### src/rtl/pmp_cfg.svh
// Overview of operation
// RULE1 - Boot select low at reset: start fetching from on-chip ROM at FF80h.
// RULE2 - The ROM word at the reset location branches to the bootloader start.
// RULE3 - On-chip ROM is 16K words of 16 bits.
// RULE4 - Page decode: external 0000-BFFF, boot F800-FBFF, vectors FF80-FFFF, rest reserved.
// RULE5 - Words FF00h-FF7Fh are kept for factory test, not application code.
// RULE6 - Dual-access RAM is four independent banks of 8K words.
// RULE7 - Each bank takes two reads, or one read and one write, per cycle.
// RULE8 - RAM decodes at data 0080h-7FFFh and in program space when overlay is set.
// RULE9 - Reset, interrupt or trap loads the PC with the vector address.
// RULE10 - Each vector slot spans four program words.
// RULE11 - After reset the vector base follows the vector page pointer.
// RULE12 - Reset sets the vector page pointer to all ones, so reset fetches FF80h.
// RULE13 - The device drives 23 program address lines, 8M words.
// RULE14 - Page select register sits at data address 001Eh, reset to zero.
// RULE15 - Far branch, call, return and return-enable load the page register.
// RULE16 - Table read and write take a full 23-bit accumulator address.
// RULE17 - Nothing else changes the page register; accesses stay in the page.
// RULE18 - Extended space is 127 pages of 64K words.
// RULE19 - Overlay set maps lower 32K of every page to on-chip RAM; here only 0080h-7FFFh do, 0000h-007Fh decode as reserved.
// RULE20 - Boot select high at reset sends the reset fetch to external memory.
// RULE21 - External address is page register joined above the 16-bit address.
`ifndef PMP_CFG_SVH
`define PMP_CFG_SVH
`define PMP_IDX_MODE 8'h1D
`define PMP_IDX_PAGE 8'h1E
`define PMP_IDX_STAT 8'h1F
`define PMP_VEC_PTR_LSB 7
`define PMP_OVERLAY_BIT 5
`define PMP_STAT_BOOT_BIT 0
`define PMP_STAT_PAGE_LSB 8
`define PMP_VEC_PTR_RST 9'h1FF
`define PMP_OVERLAY_RST 1'b0
`define PMP_PAGE_RST 7'h00
`define PMP_PAGE_MAX 7'h7E
`define PMP_RST_VEC 16'hFF80
`define PMP_EXT_TOP 16'hBFFF
`define PMP_BOOT_LO 16'hF800
`define PMP_BOOT_HI 16'hFBFF
`define PMP_TEST_LO 16'hFF00
`define PMP_VEC_LO 16'hFF80
`define PMP_RAM_LO 16'h0080
`define PMP_RAM_HI 16'h7FFF
`endif

### src/rtl/pmp_pkg_dummy_placeholder_none.sv
`timescale 1ns/1ns
`default_nettype none
`default_nettype wire

### src/rtl/pmp_pkg.sv
package pmp_pkg;
  typedef enum logic [2:0] {
    FAR_NONE = 3'h0,
    FAR_BR_IMM = 3'h1,
    FAR_BR_ACC = 3'h2,
    FAR_CALL_IMM = 3'h3,
    FAR_CALL_ACC = 3'h4,
    FAR_RET = 3'h5,
    FAR_RETE = 3'h6
  } pmp_far_e;
  typedef enum logic [3:0] {
    TGT_EXT = 4'h1,
    TGT_ROM = 4'h2,
    TGT_RAM = 4'h4,
    TGT_RSV = 4'h8
  } pmp_tgt_e;
  typedef enum logic [1:0] {
    ST_BOOT = 2'h1,
    ST_RUN = 2'h2
  } pmp_state_e;
endpackage : pmp_pkg

### src/rtl/pmp_top.sv
// Register access over APB is this design's own decision.
`timescale 1ns/1ns
`default_nettype none
`include "pmp_cfg.svh"
module pmp_top #(
  parameter int ROM_WORDS = 16384,
  parameter int RAM_BANKS = 4,
  parameter int BANK_WORDS = 8192
) (
  input wire logic CLK_I,
  input wire logic RESET_N_I,
  input wire logic BOOT_SOURCE_SELECT_I,
  input wire logic PSEL_I,
  input wire logic PENABLE_I,
  input wire logic PWRITE_I,
  input wire logic [7:0] PADDR_I,
  input wire logic [31:0] PWDATA_I,
  output logic [31:0] PRDATA_O,
  output logic PREADY_O,
  output logic PSLVERR_O,
  input wire logic FETCH_REQ_I,
  input wire logic [15:0] FETCH_ADDR_I,
  input wire logic TBL_REQ_I,
  input wire logic TBL_WR_I,
  input wire logic [22:0] TBL_ACC_I,
  input wire pmp_pkg::pmp_far_e FAR_OP_I,
  input wire logic [22:0] FAR_IMM_I,
  input wire logic [22:0] FAR_ACC_I,
  input wire logic [22:0] FAR_STACK_I,
  input wire logic VEC_REQ_I,
  input wire logic [4:0] VEC_NUM_I,
  input wire logic DATA_REQ_I,
  input wire logic DATA_WR_I,
  input wire logic [15:0] DATA_ADDR_I,
  output logic [22:0] PROG_ADDR_O,
  output logic PROG_EXT_REQ_O,
  output logic PROG_ROM_REQ_O,
  output logic PROG_RAM_REQ_O,
  output logic PROG_RSV_O,
  output logic PROG_WR_O,
  output logic [13:0] ROM_ADDR_O,
  output logic [3:0] RAM_A_BANK_O,
  output logic [12:0] RAM_A_ADDR_O,
  output logic RAM_A_WR_O,
  output logic [3:0] RAM_B_BANK_O,
  output logic [12:0] RAM_B_ADDR_O,
  output logic RAM_B_WR_O,
  output logic DATA_STALL_O,
  output logic PC_LOAD_O,
  output logic [15:0] PC_VALUE_O,
  output logic INT_ENABLE_O,
  output logic FAR_REFUSED_O,
  output logic [6:0] PAGE_O
);
  import pmp_pkg::*;

  initial
  begin
    if (ROM_WORDS != 16384 || RAM_BANKS != 4 || BANK_WORDS != 8192)
    begin
      $error("pmp_top: decode is fixed to 16K ROM and four 8K RAM banks");
    end
  end

  pmp_state_e state_reg;
  logic boot_sel_reg;
  logic [6:0] page_reg;
  logic [6:0] page_next;
  logic [8:0] vec_ptr_reg;
  logic overlay_reg;
  logic boot_src;
  logic [22:0] far_tgt;
  logic far_take;
  logic far_bad;
  logic [22:0] acc_addr;
  logic acc_req;
  pmp_tgt_e acc_tgt;
  logic [15:0] vec_addr;
  logic apb_setup;
  logic apb_wr;
  logic [7:0] apb_idx;
  logic apb_hit;
  logic [31:0] apb_rd;
  logic data_ram;
  logic data_clash;

  // Address decode of one 23-bit program address.
  function automatic pmp_tgt_e decode(input logic [22:0] a, input logic ov, input logic bs);
    logic [15:0] lo;
    lo = a[15:0];
    if (a[22:16] > `PMP_PAGE_MAX) // RULE18
    begin
      decode = TGT_RSV;
    end
    else if (lo <= `PMP_EXT_TOP) // RULE4
    begin
      if (ov && !lo[15]) // RULE19
      begin
        decode = (lo >= `PMP_RAM_LO) ? TGT_RAM : TGT_RSV; // RULE8
      end
      else
      begin
        decode = TGT_EXT;
      end
    end
    else if (bs || a[22:16] != 7'h00) // RULE20
    begin
      decode = TGT_EXT;
    end
    else if ((lo >= `PMP_BOOT_LO && lo <= `PMP_BOOT_HI) || lo >= `PMP_VEC_LO) // RULE4
    begin
      decode = TGT_ROM;
    end
    else
    begin
      // Factory test words fall here, as do the other holes
      decode = TGT_RSV; // RULE5
    end
  endfunction : decode

  // Far target source
  always_comb
  begin
    far_tgt = FAR_IMM_I;
    unique case (FAR_OP_I)
      FAR_BR_ACC, FAR_CALL_ACC: far_tgt = FAR_ACC_I; // RULE15
      FAR_RET, FAR_RETE: far_tgt = FAR_STACK_I;
      default: far_tgt = FAR_IMM_I;
    endcase
  end

  // A far jump into the missing top page is dropped, page kept
  assign far_bad = far_tgt[22:16] > `PMP_PAGE_MAX;
  assign far_take = state_reg == ST_RUN && FAR_OP_I != FAR_NONE && !VEC_REQ_I;

  // Program bus: table access wins over the fetch in the same cycle
  always_comb
  begin
    acc_req = 1'b0;
    acc_addr = {page_reg, FETCH_ADDR_I}; // RULE21
    if (state_reg == ST_BOOT)
    begin
      acc_req = 1'b1;
      acc_addr = {7'h00, `PMP_RST_VEC}; // RULE1
    end
    else if (TBL_REQ_I)
    begin
      acc_req = 1'b1;
      acc_addr = TBL_ACC_I; // RULE16
    end
    else if (FETCH_REQ_I)
    begin
      acc_req = 1'b1;
      acc_addr = {page_reg, FETCH_ADDR_I}; // RULE17
    end
  end

  // Strap is live in the boot cycle, so the reset fetch already obeys it
  assign boot_src = (state_reg == ST_BOOT) ? BOOT_SOURCE_SELECT_I : boot_sel_reg; // RULE1 RULE20
  assign acc_tgt = decode(acc_addr, overlay_reg, boot_src);
  // Four words per slot on the pointer's 128-word page
  assign vec_addr = {vec_ptr_reg, VEC_NUM_I, 2'b00}; // RULE10 RULE11

  // The strap is caught at the first clocked edge after release
  always_ff @(posedge CLK_I or negedge RESET_N_I)
  begin
    if (!RESET_N_I)
    begin
      state_reg <= ST_BOOT;
      boot_sel_reg <= 1'b0;
    end
    else
    begin
      unique case (state_reg)
        ST_BOOT:
        begin
          boot_sel_reg <= BOOT_SOURCE_SELECT_I; // RULE1 RULE20
          state_reg <= ST_RUN;
        end
        ST_RUN: state_reg <= ST_RUN;
      endcase
    end
  end

  // Page register: only far instructions and software touch it
  always_comb
  begin
    page_next = page_reg;
    if (far_take && !far_bad)
    begin
      page_next = far_tgt[22:16]; // RULE15
    end
    else if (apb_wr && apb_idx == `PMP_IDX_PAGE && PWDATA_I[6:0] <= `PMP_PAGE_MAX)
    begin
      page_next = PWDATA_I[6:0]; // RULE14 RULE18
    end
  end

  always_ff @(posedge CLK_I or negedge RESET_N_I)
  begin
    if (!RESET_N_I)
    begin
      page_reg <= `PMP_PAGE_RST; // RULE14
    end
    else
    begin
      page_reg <= page_next; // RULE17
    end
  end

  // Mode register: vector pointer and overlay
  always_ff @(posedge CLK_I or negedge RESET_N_I)
  begin
    if (!RESET_N_I)
    begin
      vec_ptr_reg <= `PMP_VEC_PTR_RST; // RULE12
      overlay_reg <= `PMP_OVERLAY_RST;
    end
    else if (apb_wr && apb_idx == `PMP_IDX_MODE)
    begin
      vec_ptr_reg <= PWDATA_I[`PMP_VEC_PTR_LSB +: 9]; // RULE11
      overlay_reg <= PWDATA_I[`PMP_OVERLAY_BIT]; // RULE8
    end
  end

  // PC load: reset vector, then vectors, then far targets
  always_ff @(posedge CLK_I or negedge RESET_N_I)
  begin
    if (!RESET_N_I)
    begin
      PC_LOAD_O <= 1'b0;
      PC_VALUE_O <= 16'h0000;
      INT_ENABLE_O <= 1'b0;
      FAR_REFUSED_O <= 1'b0;
    end
    else
    begin
      PC_LOAD_O <= 1'b0;
      INT_ENABLE_O <= 1'b0;
      FAR_REFUSED_O <= 1'b0;
      if (state_reg == ST_BOOT)
      begin
        // ROM word here branches on to the bootloader
        PC_LOAD_O <= 1'b1; // RULE2 RULE12
        PC_VALUE_O <= `PMP_RST_VEC;
      end
      else if (VEC_REQ_I)
      begin
        PC_LOAD_O <= 1'b1; // RULE9
        PC_VALUE_O <= vec_addr;
      end
      else if (far_take && far_bad)
      begin
        FAR_REFUSED_O <= 1'b1;
      end
      else if (far_take)
      begin
        PC_LOAD_O <= 1'b1; // RULE15
        PC_VALUE_O <= far_tgt[15:0];
        INT_ENABLE_O <= FAR_OP_I == FAR_RETE;
      end
    end
  end

  // Program-side bus outputs
  always_ff @(posedge CLK_I or negedge RESET_N_I)
  begin
    if (!RESET_N_I)
    begin
      PROG_ADDR_O <= 23'h000000;
      PROG_EXT_REQ_O <= 1'b0;
      PROG_ROM_REQ_O <= 1'b0;
      PROG_RAM_REQ_O <= 1'b0;
      PROG_RSV_O <= 1'b0;
      PROG_WR_O <= 1'b0;
      ROM_ADDR_O <= 14'h0000;
      RAM_A_ADDR_O <= 13'h0000;
      RAM_A_WR_O <= 1'b0;
    end
    else
    begin
      PROG_ADDR_O <= acc_addr; // RULE13 RULE21
      PROG_EXT_REQ_O <= acc_req && acc_tgt == TGT_EXT;
      PROG_ROM_REQ_O <= acc_req && acc_tgt == TGT_ROM && !(TBL_REQ_I && TBL_WR_I && state_reg == ST_RUN);
      PROG_RAM_REQ_O <= acc_req && acc_tgt == TGT_RAM;
      // ROM writes are reported as reserved
      PROG_RSV_O <= acc_req && (acc_tgt == TGT_RSV || (acc_tgt == TGT_ROM && TBL_REQ_I && TBL_WR_I
        && state_reg == ST_RUN));
      PROG_WR_O <= state_reg == ST_RUN && TBL_REQ_I && TBL_WR_I && acc_tgt == TGT_EXT;
      ROM_ADDR_O <= acc_addr[13:0]; // RULE3
      RAM_A_ADDR_O <= acc_addr[12:0];
      RAM_A_WR_O <= state_reg == ST_RUN && TBL_REQ_I && TBL_WR_I && acc_tgt == TGT_RAM;
    end
  end

  // Data side: port B of the RAM
  assign data_ram = DATA_REQ_I && DATA_ADDR_I >= `PMP_RAM_LO && DATA_ADDR_I <= `PMP_RAM_HI; // RULE8
  // Two writes to one bank cannot share a cycle; the data write waits
  assign data_clash = data_ram && DATA_WR_I && state_reg == ST_RUN && TBL_REQ_I && TBL_WR_I
    && acc_tgt == TGT_RAM && acc_addr[14:13] == DATA_ADDR_I[14:13]; // RULE7

  always_ff @(posedge CLK_I or negedge RESET_N_I)
  begin
    if (!RESET_N_I)
    begin
      RAM_B_ADDR_O <= 13'h0000;
      RAM_B_WR_O <= 1'b0;
      DATA_STALL_O <= 1'b0;
    end
    else
    begin
      RAM_B_ADDR_O <= DATA_ADDR_I[12:0];
      RAM_B_WR_O <= data_ram && DATA_WR_I && !data_clash; // RULE7
      DATA_STALL_O <= data_clash;
    end
  end

  // Per-bank selects for both ports
  genvar b;
  generate
    for (b = 0; b < 4; b++)
    begin : g_bank
      always_ff @(posedge CLK_I or negedge RESET_N_I)
      begin
        if (!RESET_N_I)
        begin
          RAM_A_BANK_O[b] <= 1'b0;
          RAM_B_BANK_O[b] <= 1'b0;
        end
        else
        begin
          RAM_A_BANK_O[b] <= acc_req && acc_tgt == TGT_RAM && acc_addr[14:13] == 2'(b); // RULE6 RULE19
          RAM_B_BANK_O[b] <= data_ram && !data_clash && DATA_ADDR_I[14:13] == 2'(b); // RULE6
        end
      end
    end
  endgenerate

  always_ff @(posedge CLK_I or negedge RESET_N_I)
  begin
    if (!RESET_N_I)
    begin
      PAGE_O <= `PMP_PAGE_RST;
    end
    else
    begin
      // Same edge as the register, so a software write shows at once
      PAGE_O <= page_next;
    end
  end

  // APB slave: no wait states, answer prepared in the setup cycle
  assign apb_setup = PSEL_I && !PENABLE_I;
  assign apb_idx = {2'b00, PADDR_I[7:2]};
  assign apb_hit = PADDR_I[1:0] == 2'b00 && (apb_idx == `PMP_IDX_MODE || apb_idx == `PMP_IDX_PAGE
    || apb_idx == `PMP_IDX_STAT);
  assign apb_wr = PSEL_I && PENABLE_I && PREADY_O && PWRITE_I && !PSLVERR_O;

  always_comb
  begin
    apb_rd = 32'h00000000;
    if (apb_idx == `PMP_IDX_MODE)
    begin
      apb_rd[`PMP_VEC_PTR_LSB +: 9] = vec_ptr_reg;
      apb_rd[`PMP_OVERLAY_BIT] = overlay_reg;
    end
    else if (apb_idx == `PMP_IDX_PAGE)
    begin
      apb_rd[6:0] = page_reg; // RULE14
    end
    else if (apb_idx == `PMP_IDX_STAT)
    begin
      apb_rd[`PMP_STAT_BOOT_BIT] = boot_sel_reg;
      apb_rd[`PMP_STAT_PAGE_LSB +: 8] = {state_reg == ST_RUN, page_reg};
    end
  end

  always_ff @(posedge CLK_I or negedge RESET_N_I)
  begin
    if (!RESET_N_I)
    begin
      PREADY_O <= 1'b0;
      PSLVERR_O <= 1'b0;
      PRDATA_O <= 32'h00000000;
    end
    else
    begin
      PREADY_O <= apb_setup;
      PSLVERR_O <= apb_setup && !apb_hit;
      if (apb_setup)
      begin
        PRDATA_O <= (apb_hit && !PWRITE_I) ? apb_rd : 32'h00000000;
      end
    end
  end
endmodule : pmp_top
`default_nettype wire

### config.mk
export PLATFORM = sky130hd
export DESIGN_NAME = pmp_top
export DESIGN_NICKNAME = d
export VERILOG_FILES = /design/src/rtl/pmp_pkg_dummy_placeholder_none.sv /design/src/rtl/pmp_pkg.sv /design/src/rtl/pmp_top.sv
export VERILOG_INCLUDE_DIRS = /design/src /design/src/rtl
export SDC_FILE = /design/constraint.sdc
export NUM_CORES = 1
export LEC_CHECK = 0
export BUFFER_PORTS_ARGS = -buffer_cell sky130_fd_sc_hd__buf_2
export CAP_MARGIN = 30
export CELL_PAD_IN_SITES_DETAIL_PLACEMENT = 0
export CELL_PAD_IN_SITES_GLOBAL_PLACEMENT = 2
export CORE_UTILIZATION = 26
export DETAILED_ROUTE_END_ITERATION = 6
export PLACE_DENSITY = 0.9
export SYNTH_ARGS = -nofsm -noshare
export SYNTH_HDL_FRONTEND = slang
export SYNTH_SLANG_ARGS = --single-unit
export TNS_END_PERCENT = 1
### constraint.sdc
create_clock -name CLK_I -period 2.4 [get_ports CLK_I]
set_input_delay 0.48 -clock CLK_I [delete_from_list [all_inputs] [get_ports CLK_I]]
set_output_delay 0.48 -clock CLK_I [all_outputs]
set_load 0.1 [all_outputs]
Word level (Yosys, flattened, before mapping)
Cells that the tools add are included.
Storage, ports and cells
  input port bits: 184
  ROM bits: 0
  memories: 0
  logic and storage cells: 179
  latch bits: 0
  bits in registers: 152
  bits in writable memories: 0
Cells by class
  multiply operators: 0
  order comparisons: 10
  shifts and indexed selects: 0
  divide/modulo/power cells: 0
  reduce and logical (&&, ||, !) cells: 74
  bitwise logic cells: 0
  $add $sub $neg: 0
  multiplexer cells: 42
  equality and inequality tests: 21
Operator list (count)
  two-way mux 16 bit: 5
  logical AND 1 bit: 49
  two-way mux 23 bit: 2
  case mux 23 bit (2 select lines): 1
  >= comparator 16 bit (second input constant): 2
  >= comparator 16 x 8 -> 1 bit (second input constant): 2
  <= comparator 16 bit (second input constant): 2
  two-way mux 4 bit: 6
  two-way mux 8 bit: 3
  two-way mux 1 bit: 20
  equality test 6 x 5 -> 1 bit (second input constant): 3
  <= comparator 16 x 15 -> 1 bit (second input constant): 1
  greater-than comparator 7 bit (second input constant): 2
  two-way mux 7 bit: 2
  equality test 2 bit (second input constant): 5
  equality test 3 bit (second input constant): 3
  logical NOT 1 bit: 9
  <= comparator 7 bit (second input constant): 1
  nonzero test 7 bit: 1
  equality test 2 x 1 -> 1 bit (second input constant): 3
  logical NOT 2 bit: 3
  two-way mux 6 bit: 1
  nonzero test 3 bit: 2
  OR reduction 2 bit: 3
  12 further kinds: 16

Depth between registers and ports, before layout
  word-level depth: 15
  gate-level depth with buffers: 10
  mapped depth without buffers: 6

Worst setup path after synthesis
OpenSTA, ideal clock, no wires.
  path kind: reg-to-reg
  from: register, netlist name PAGE_O[4]
  to: register RAM_B_BANK_O[1]
  buffers on the path: 0
  slack: -0.072 ns
  cell stages (with the launch flop): 7
  arrival time: 2.334 ns
  period minus slack after synthesis: 2.472 ns
  cells stage by stage: dfrtp_1 -> mux2i_1 -> nor3_1 -> and4_4 -> or4b_4 -> nor4_4 -> nor4b_1
RTL lines
  end signal: indexed assignment: line pmp_top.sv:333  | RAM_B_BANK_O[b] <= data_ram && !data_clash && DATA_ADDR_I[14:13] == 2'(b);
  end: declaration: line pmp_top.sv:45  | output logic [3:0] RAM_B_BANK_O,

Worst setup path after layout
  from: register state_reg[0]
  to: register PROG_ROM_REQ_O
On the way
  elaborated cells between the ends (all ways): 28
  those cells by class: 6 x order compare; 3 x eq/ne; 9 x mux; 10 x reduce/logical
RTL lines
  start: declaration: line pmp_top.sv:65  | pmp_state_e state_reg;
  start signal: assignment: line pmp_top.sv:169  | state_reg <= ST_BOOT;
  start signal: assignment: line pmp_top.sv:178  | state_reg <= ST_RUN;
  start signal: assignment: line pmp_top.sv:180  | ST_RUN: state_reg <= ST_RUN;
  equality test 2 x 1 -> 1 bit: line pmp_top.sv:159  | assign boot_src = (state_reg == ST_BOOT) ? BOOT_SOURCE_SELECT_I : boot_sel_reg;
  two-way mux 1 bit
  named net boot_src: line pmp_top.sv:71  | logic boot_src;
  logical OR 1 bit: line pmp_top.sv:106  | else if (bs || a[22:16] != 7'h00)
  two-way mux 4 bit: line pmp_top.sv:106
  two-way mux 4 bit: line pmp_top.sv:95  | else if (lo <= `PMP_EXT_TOP)
  two-way mux 4 bit: line pmp_top.sv:91  | if (a[22:16] > `PMP_PAGE_MAX)
  equality test 4 x 2 -> 1 bit: line pmp_top.sv:284  | PROG_ROM_REQ_O <= acc_req && acc_tgt == TGT_ROM && !(TBL_REQ_I && TBL_WR_I && state_reg == ST_RUN);
  logical AND 1 bit (2 in a row): line pmp_top.sv:284
  end signal: assignment: line pmp_top.sv:284
  end: declaration: line pmp_top.sv:37  | output logic PROG_ROM_REQ_O,
The timed path passes the listed nets, and every way through them passes these cells.
A chain may end at the register's enable or synchronous reset.

==> run_results.csv <==
group,metric,value,unit
grt,antenna_found_initial,2,
placement,dp_slack,-0.2390,ns
synth,synth_area,5757,um^2
timing,rsz0062_at_grt,"false",
grt,grt_pass1_wl,29100,um
synth,ys_warn_count,0,
critical_path,setup.worst_path.class,"reg2reg",
die,core_area,21760,um^2
die,die_h,150.8,um
critical_path,cp_slowest_cell,"dfstp_2",
clock_network,htreeDepth,3,
synth,synthCells,525,
grt,track_usage,0.1725,
finish,nNetsFinal,1026,
finish,drive_gt1_frac,0.5254,
route,drtAntennaViolNets,0,
status,status,"finished clean",
finish,top_regs,"PC_VALUE_O x16, PRDATA_O x16, RAM_B_ADDR_O x13",
synth,synth_flop_cell,"dfrtp_1",
placement,hpwl,16190,um
power,power_density,768.8,nW/um^2
finish,nFillCells,2242,
route,route.vias.total,5214,
clock_network,cts.clk_slew.worst_paths,0.07,ns
synth,synth-edff-count,0,
synth,avgSynthCellArea,10.97,um^2
placement,place_congestion,0.7994,
die,placementRows,54,
timing,setup_ws,0.1347,ns
critical_path,cp_cell_sequence,"nor2b_2 -> buf_12 -> mux2_2 -> nor4_1 -> and4_1 -> nor4b_1",
timing,setup_viol_count_final,0,
die,start_util,0.2646,
clock_network,cts-hold-fix-buffers,0,
die,io_pins,323,
power,max-vdd-ir-drop,309.4,uV
route,wl_per_cell,17.53,um
grt,grt_pass1_vias,5078,
timing,final.setup_skew,0.009089,ns
clock_network,clock_latency,0.36,ns
critical_path,crit_fanout,11,
critical_path,critPathArrivalTime,2.51,ns
route,wl,19770,um
clock_network,cts_buffer_depth,2,
route,routed_via_density,4.622,
clock_network,root_buffer,"clkbuf_16",
clock_network,numCtsBuffers,9,
die,dieArea,22740,um^2
finish,regArea,2748,um^2
finish,syn2layout_area_growth,39.90,%
run,cap_violations,0,
critical_path,worst-endpoint-required,2.64,ns
timing,drv_slew,0,
die,fp.dieW,150.8,um
timing,period_needed,2.265,ns
critical_path,start_kind,"flop",
placement,io_buffers,290,
finish,multi_input_area,2561,um^2
clock_network,cts_tree,"done",
timing,hold_viol_final,0,
timing,slew_headroom,0.6489,
timing,worstMarginPinSlew,0.5303,ns
placement,placedCellCount,1111,
grt,grt_max_degree,37,
critical_path,crit_family,"simple AND/OR/NAND/NOR gates",
synth,ys_ff_latch,109,
critical_path,end_kind,"flop",
grt,grt_overflow,0,
finish,fin_cells,1128,
clock_network,postCtsSetupRepairBufs,0,
synth,synth-seq-area-share,0.4760,
power,leakage,4.090,nW
synth,ys_types,58,
timing,timing.fmax,441.4,MHz
clock_network,cts_sinks,109,
route,drc,0,
critical_path,cpPeakStageDelay,0.54,ns
route,first_iter_violations,196,
synth,synthArstFlopShare,1.000,
route,drtPass1Iterations,4,
finish,fin_util,0.3702,
critical_path,crit_buf_inv,1,
timing,finalCritPeriodShare,0.9439,
min_path,min_path_type,"in2async",
timing,holdWs,0.05639,ns
[worst paths after layout]
path                                start               to  slack (ns)  cells after the start
setup reg to reg             state_reg[0]   PROG_ROM_REQ_O        0.13                      6
max in group asynchronous       RESET_N_I   vec_ptr_reg[2]        1.67                      2
min in group CLK_I         DATA_ADDR_I[3]  RAM_B_ADDR_O[3]        0.23                      1
setup / recovery             state_reg[0]   PROG_ROM_REQ_O        0.13                      6
hold reg to reg              PRDATA_O[10]     PRDATA_O[10]        0.48                      2
hold / removal                  RESET_N_I       PROG_RSV_O        0.06                      1
[synth_stat cells, drive strengths merged (3+ instances only)]
| library cell | count | share of area |
|---|---|---|
| a21oi | 17 | 0.015 |
| a221o | 5 | 0.0087 |
| a221oi | 4 | 0.0061 |
| a22o | 6 | 0.0091 |
| buf | 59 | 0.077 |
| clkbuf | 13 | 0.0085 |
| dfrtp | 99 | 0.43 |
| dfstp | 10 | 0.046 |
| inv | 6 | 0.0039 |
| mux2 | 40 | 0.084 |
| mux2i | 46 | 0.080 |
| nand2 | 44 | 0.029 |
| nand2b | 13 | 0.015 |
| nand3 | 4 | 0.0035 |
| nand4 | 5 | 0.0054 |
| nand4b | 3 | 0.0046 |
| nor2 | 36 | 0.023 |
| nor2b | 5 | 0.0054 |
| nor3 | 10 | 0.0087 |
| nor3b | 3 | 0.0039 |
| nor4 | 9 | 0.015 |
| nor4b | 4 | 0.0061 |
| o2111ai | 5 | 0.0076 |
| o21ai | 22 | 0.019 |
| o221ai | 9 | 0.014 |
| o22a | 7 | 0.011 |
| o22ai | 10 | 0.011 |
| o32a | 6 | 0.010 |
[layer usage]
layer,vias to the layer above,global-route usage,share of wire
li1,2496,-,-
met4,2,0.06100,0.019
met1,2462,0.2089,0.41
met3,22,0.03404,0.071
met2,232,0.3023,0.50
met5,-,0,0.00066
[cells in the final DEF (no fill, tap or decap), types with 5 or more instances in the layout]
cell type  instances
nand2_1           44
nand2b_1          12
o22ai_1           10
o21ai_0           21
mux2_4             9
o2111ai_1          5
o221ai_1           9
mux2_2            31
nand4_1            5
o32a_1             6
dfrtp_2            6
conb_1            18
o22a_1             7
a221o_1            5
nor4_1             6
a22o_1             6
nor2_1            35
dfstp_2           10
mux2i_1           46
buf_2            289
inv_1              6
clkbuf_16          9
nor3_1            10
buf_4             69
dfrtp_1           93
a21oi_1           16
[worst reg2reg max path, cell delays in order (launching register included)]
cell	delay [ns]
dfstp_2	0.54
nor2b_2	0.20
buf_12	0.16
mux2_2	0.35
nor4_1	0.28
and4_1	0.35
nor4b_1	0.28
[repair_timing]
item	CTS	global route
pin swaps	1	0
resized for setup	0	1
endpoints found under the setup margin	1	16
[cell type report]
class,instances,area share
Antenna cell,1,0.0003107
Clock buffer,12,0.03309
Clock inverter,4,0.006835
Inverter,7,0.003262
Multi-Input combinational cell,353,0.3180
Sequential cell,109,0.3412
Tap cell,280,0.04350
Timing Repair Buffer,362,0.2538
[stage by stage]
stage / cell area, um^2 / setup TNS, ns / power (W)
2_1_floorplan: 5824 / 0 / 0.003996
3_3_place_gp: 7727 / -2.473 / 0.004625
3_5_place_dp: 7727 / -4.107 / 0.004636
4_1_cts: 8049 / 0 / 0.006251
5_1_grt: 8054 / 0 / 0.006444
6_report: 8054 / 0 / 0.006192
[cells by family after synthesis]
kind of cell	Yosys count	synth area share
other	2	0.001305
multiplexers	86	0.1641
XOR/XNOR	2	0.003043
AO/OA/AOI/OAI	102	0.1324
flip-flops	109	0.4760
buffers and inverters	79	0.09041
AND/OR/NAND/NOR	145	0.1328
[power breakdown]
| part | switching [W] | internal (W) | total, W | leakage (nW) |
|---|---|---|---|---|
| Clock | 0.000702 | 0.000900 | 0.00160 | 0.155 |
| Sequential | 0.0000955 | 0.00198 | 0.00208 | 1.34 |
| Combinational | 0.00194 | 0.000570 | 0.00251 | 2.60 |
No activity file was read; power rests on OpenSTA's default activity.
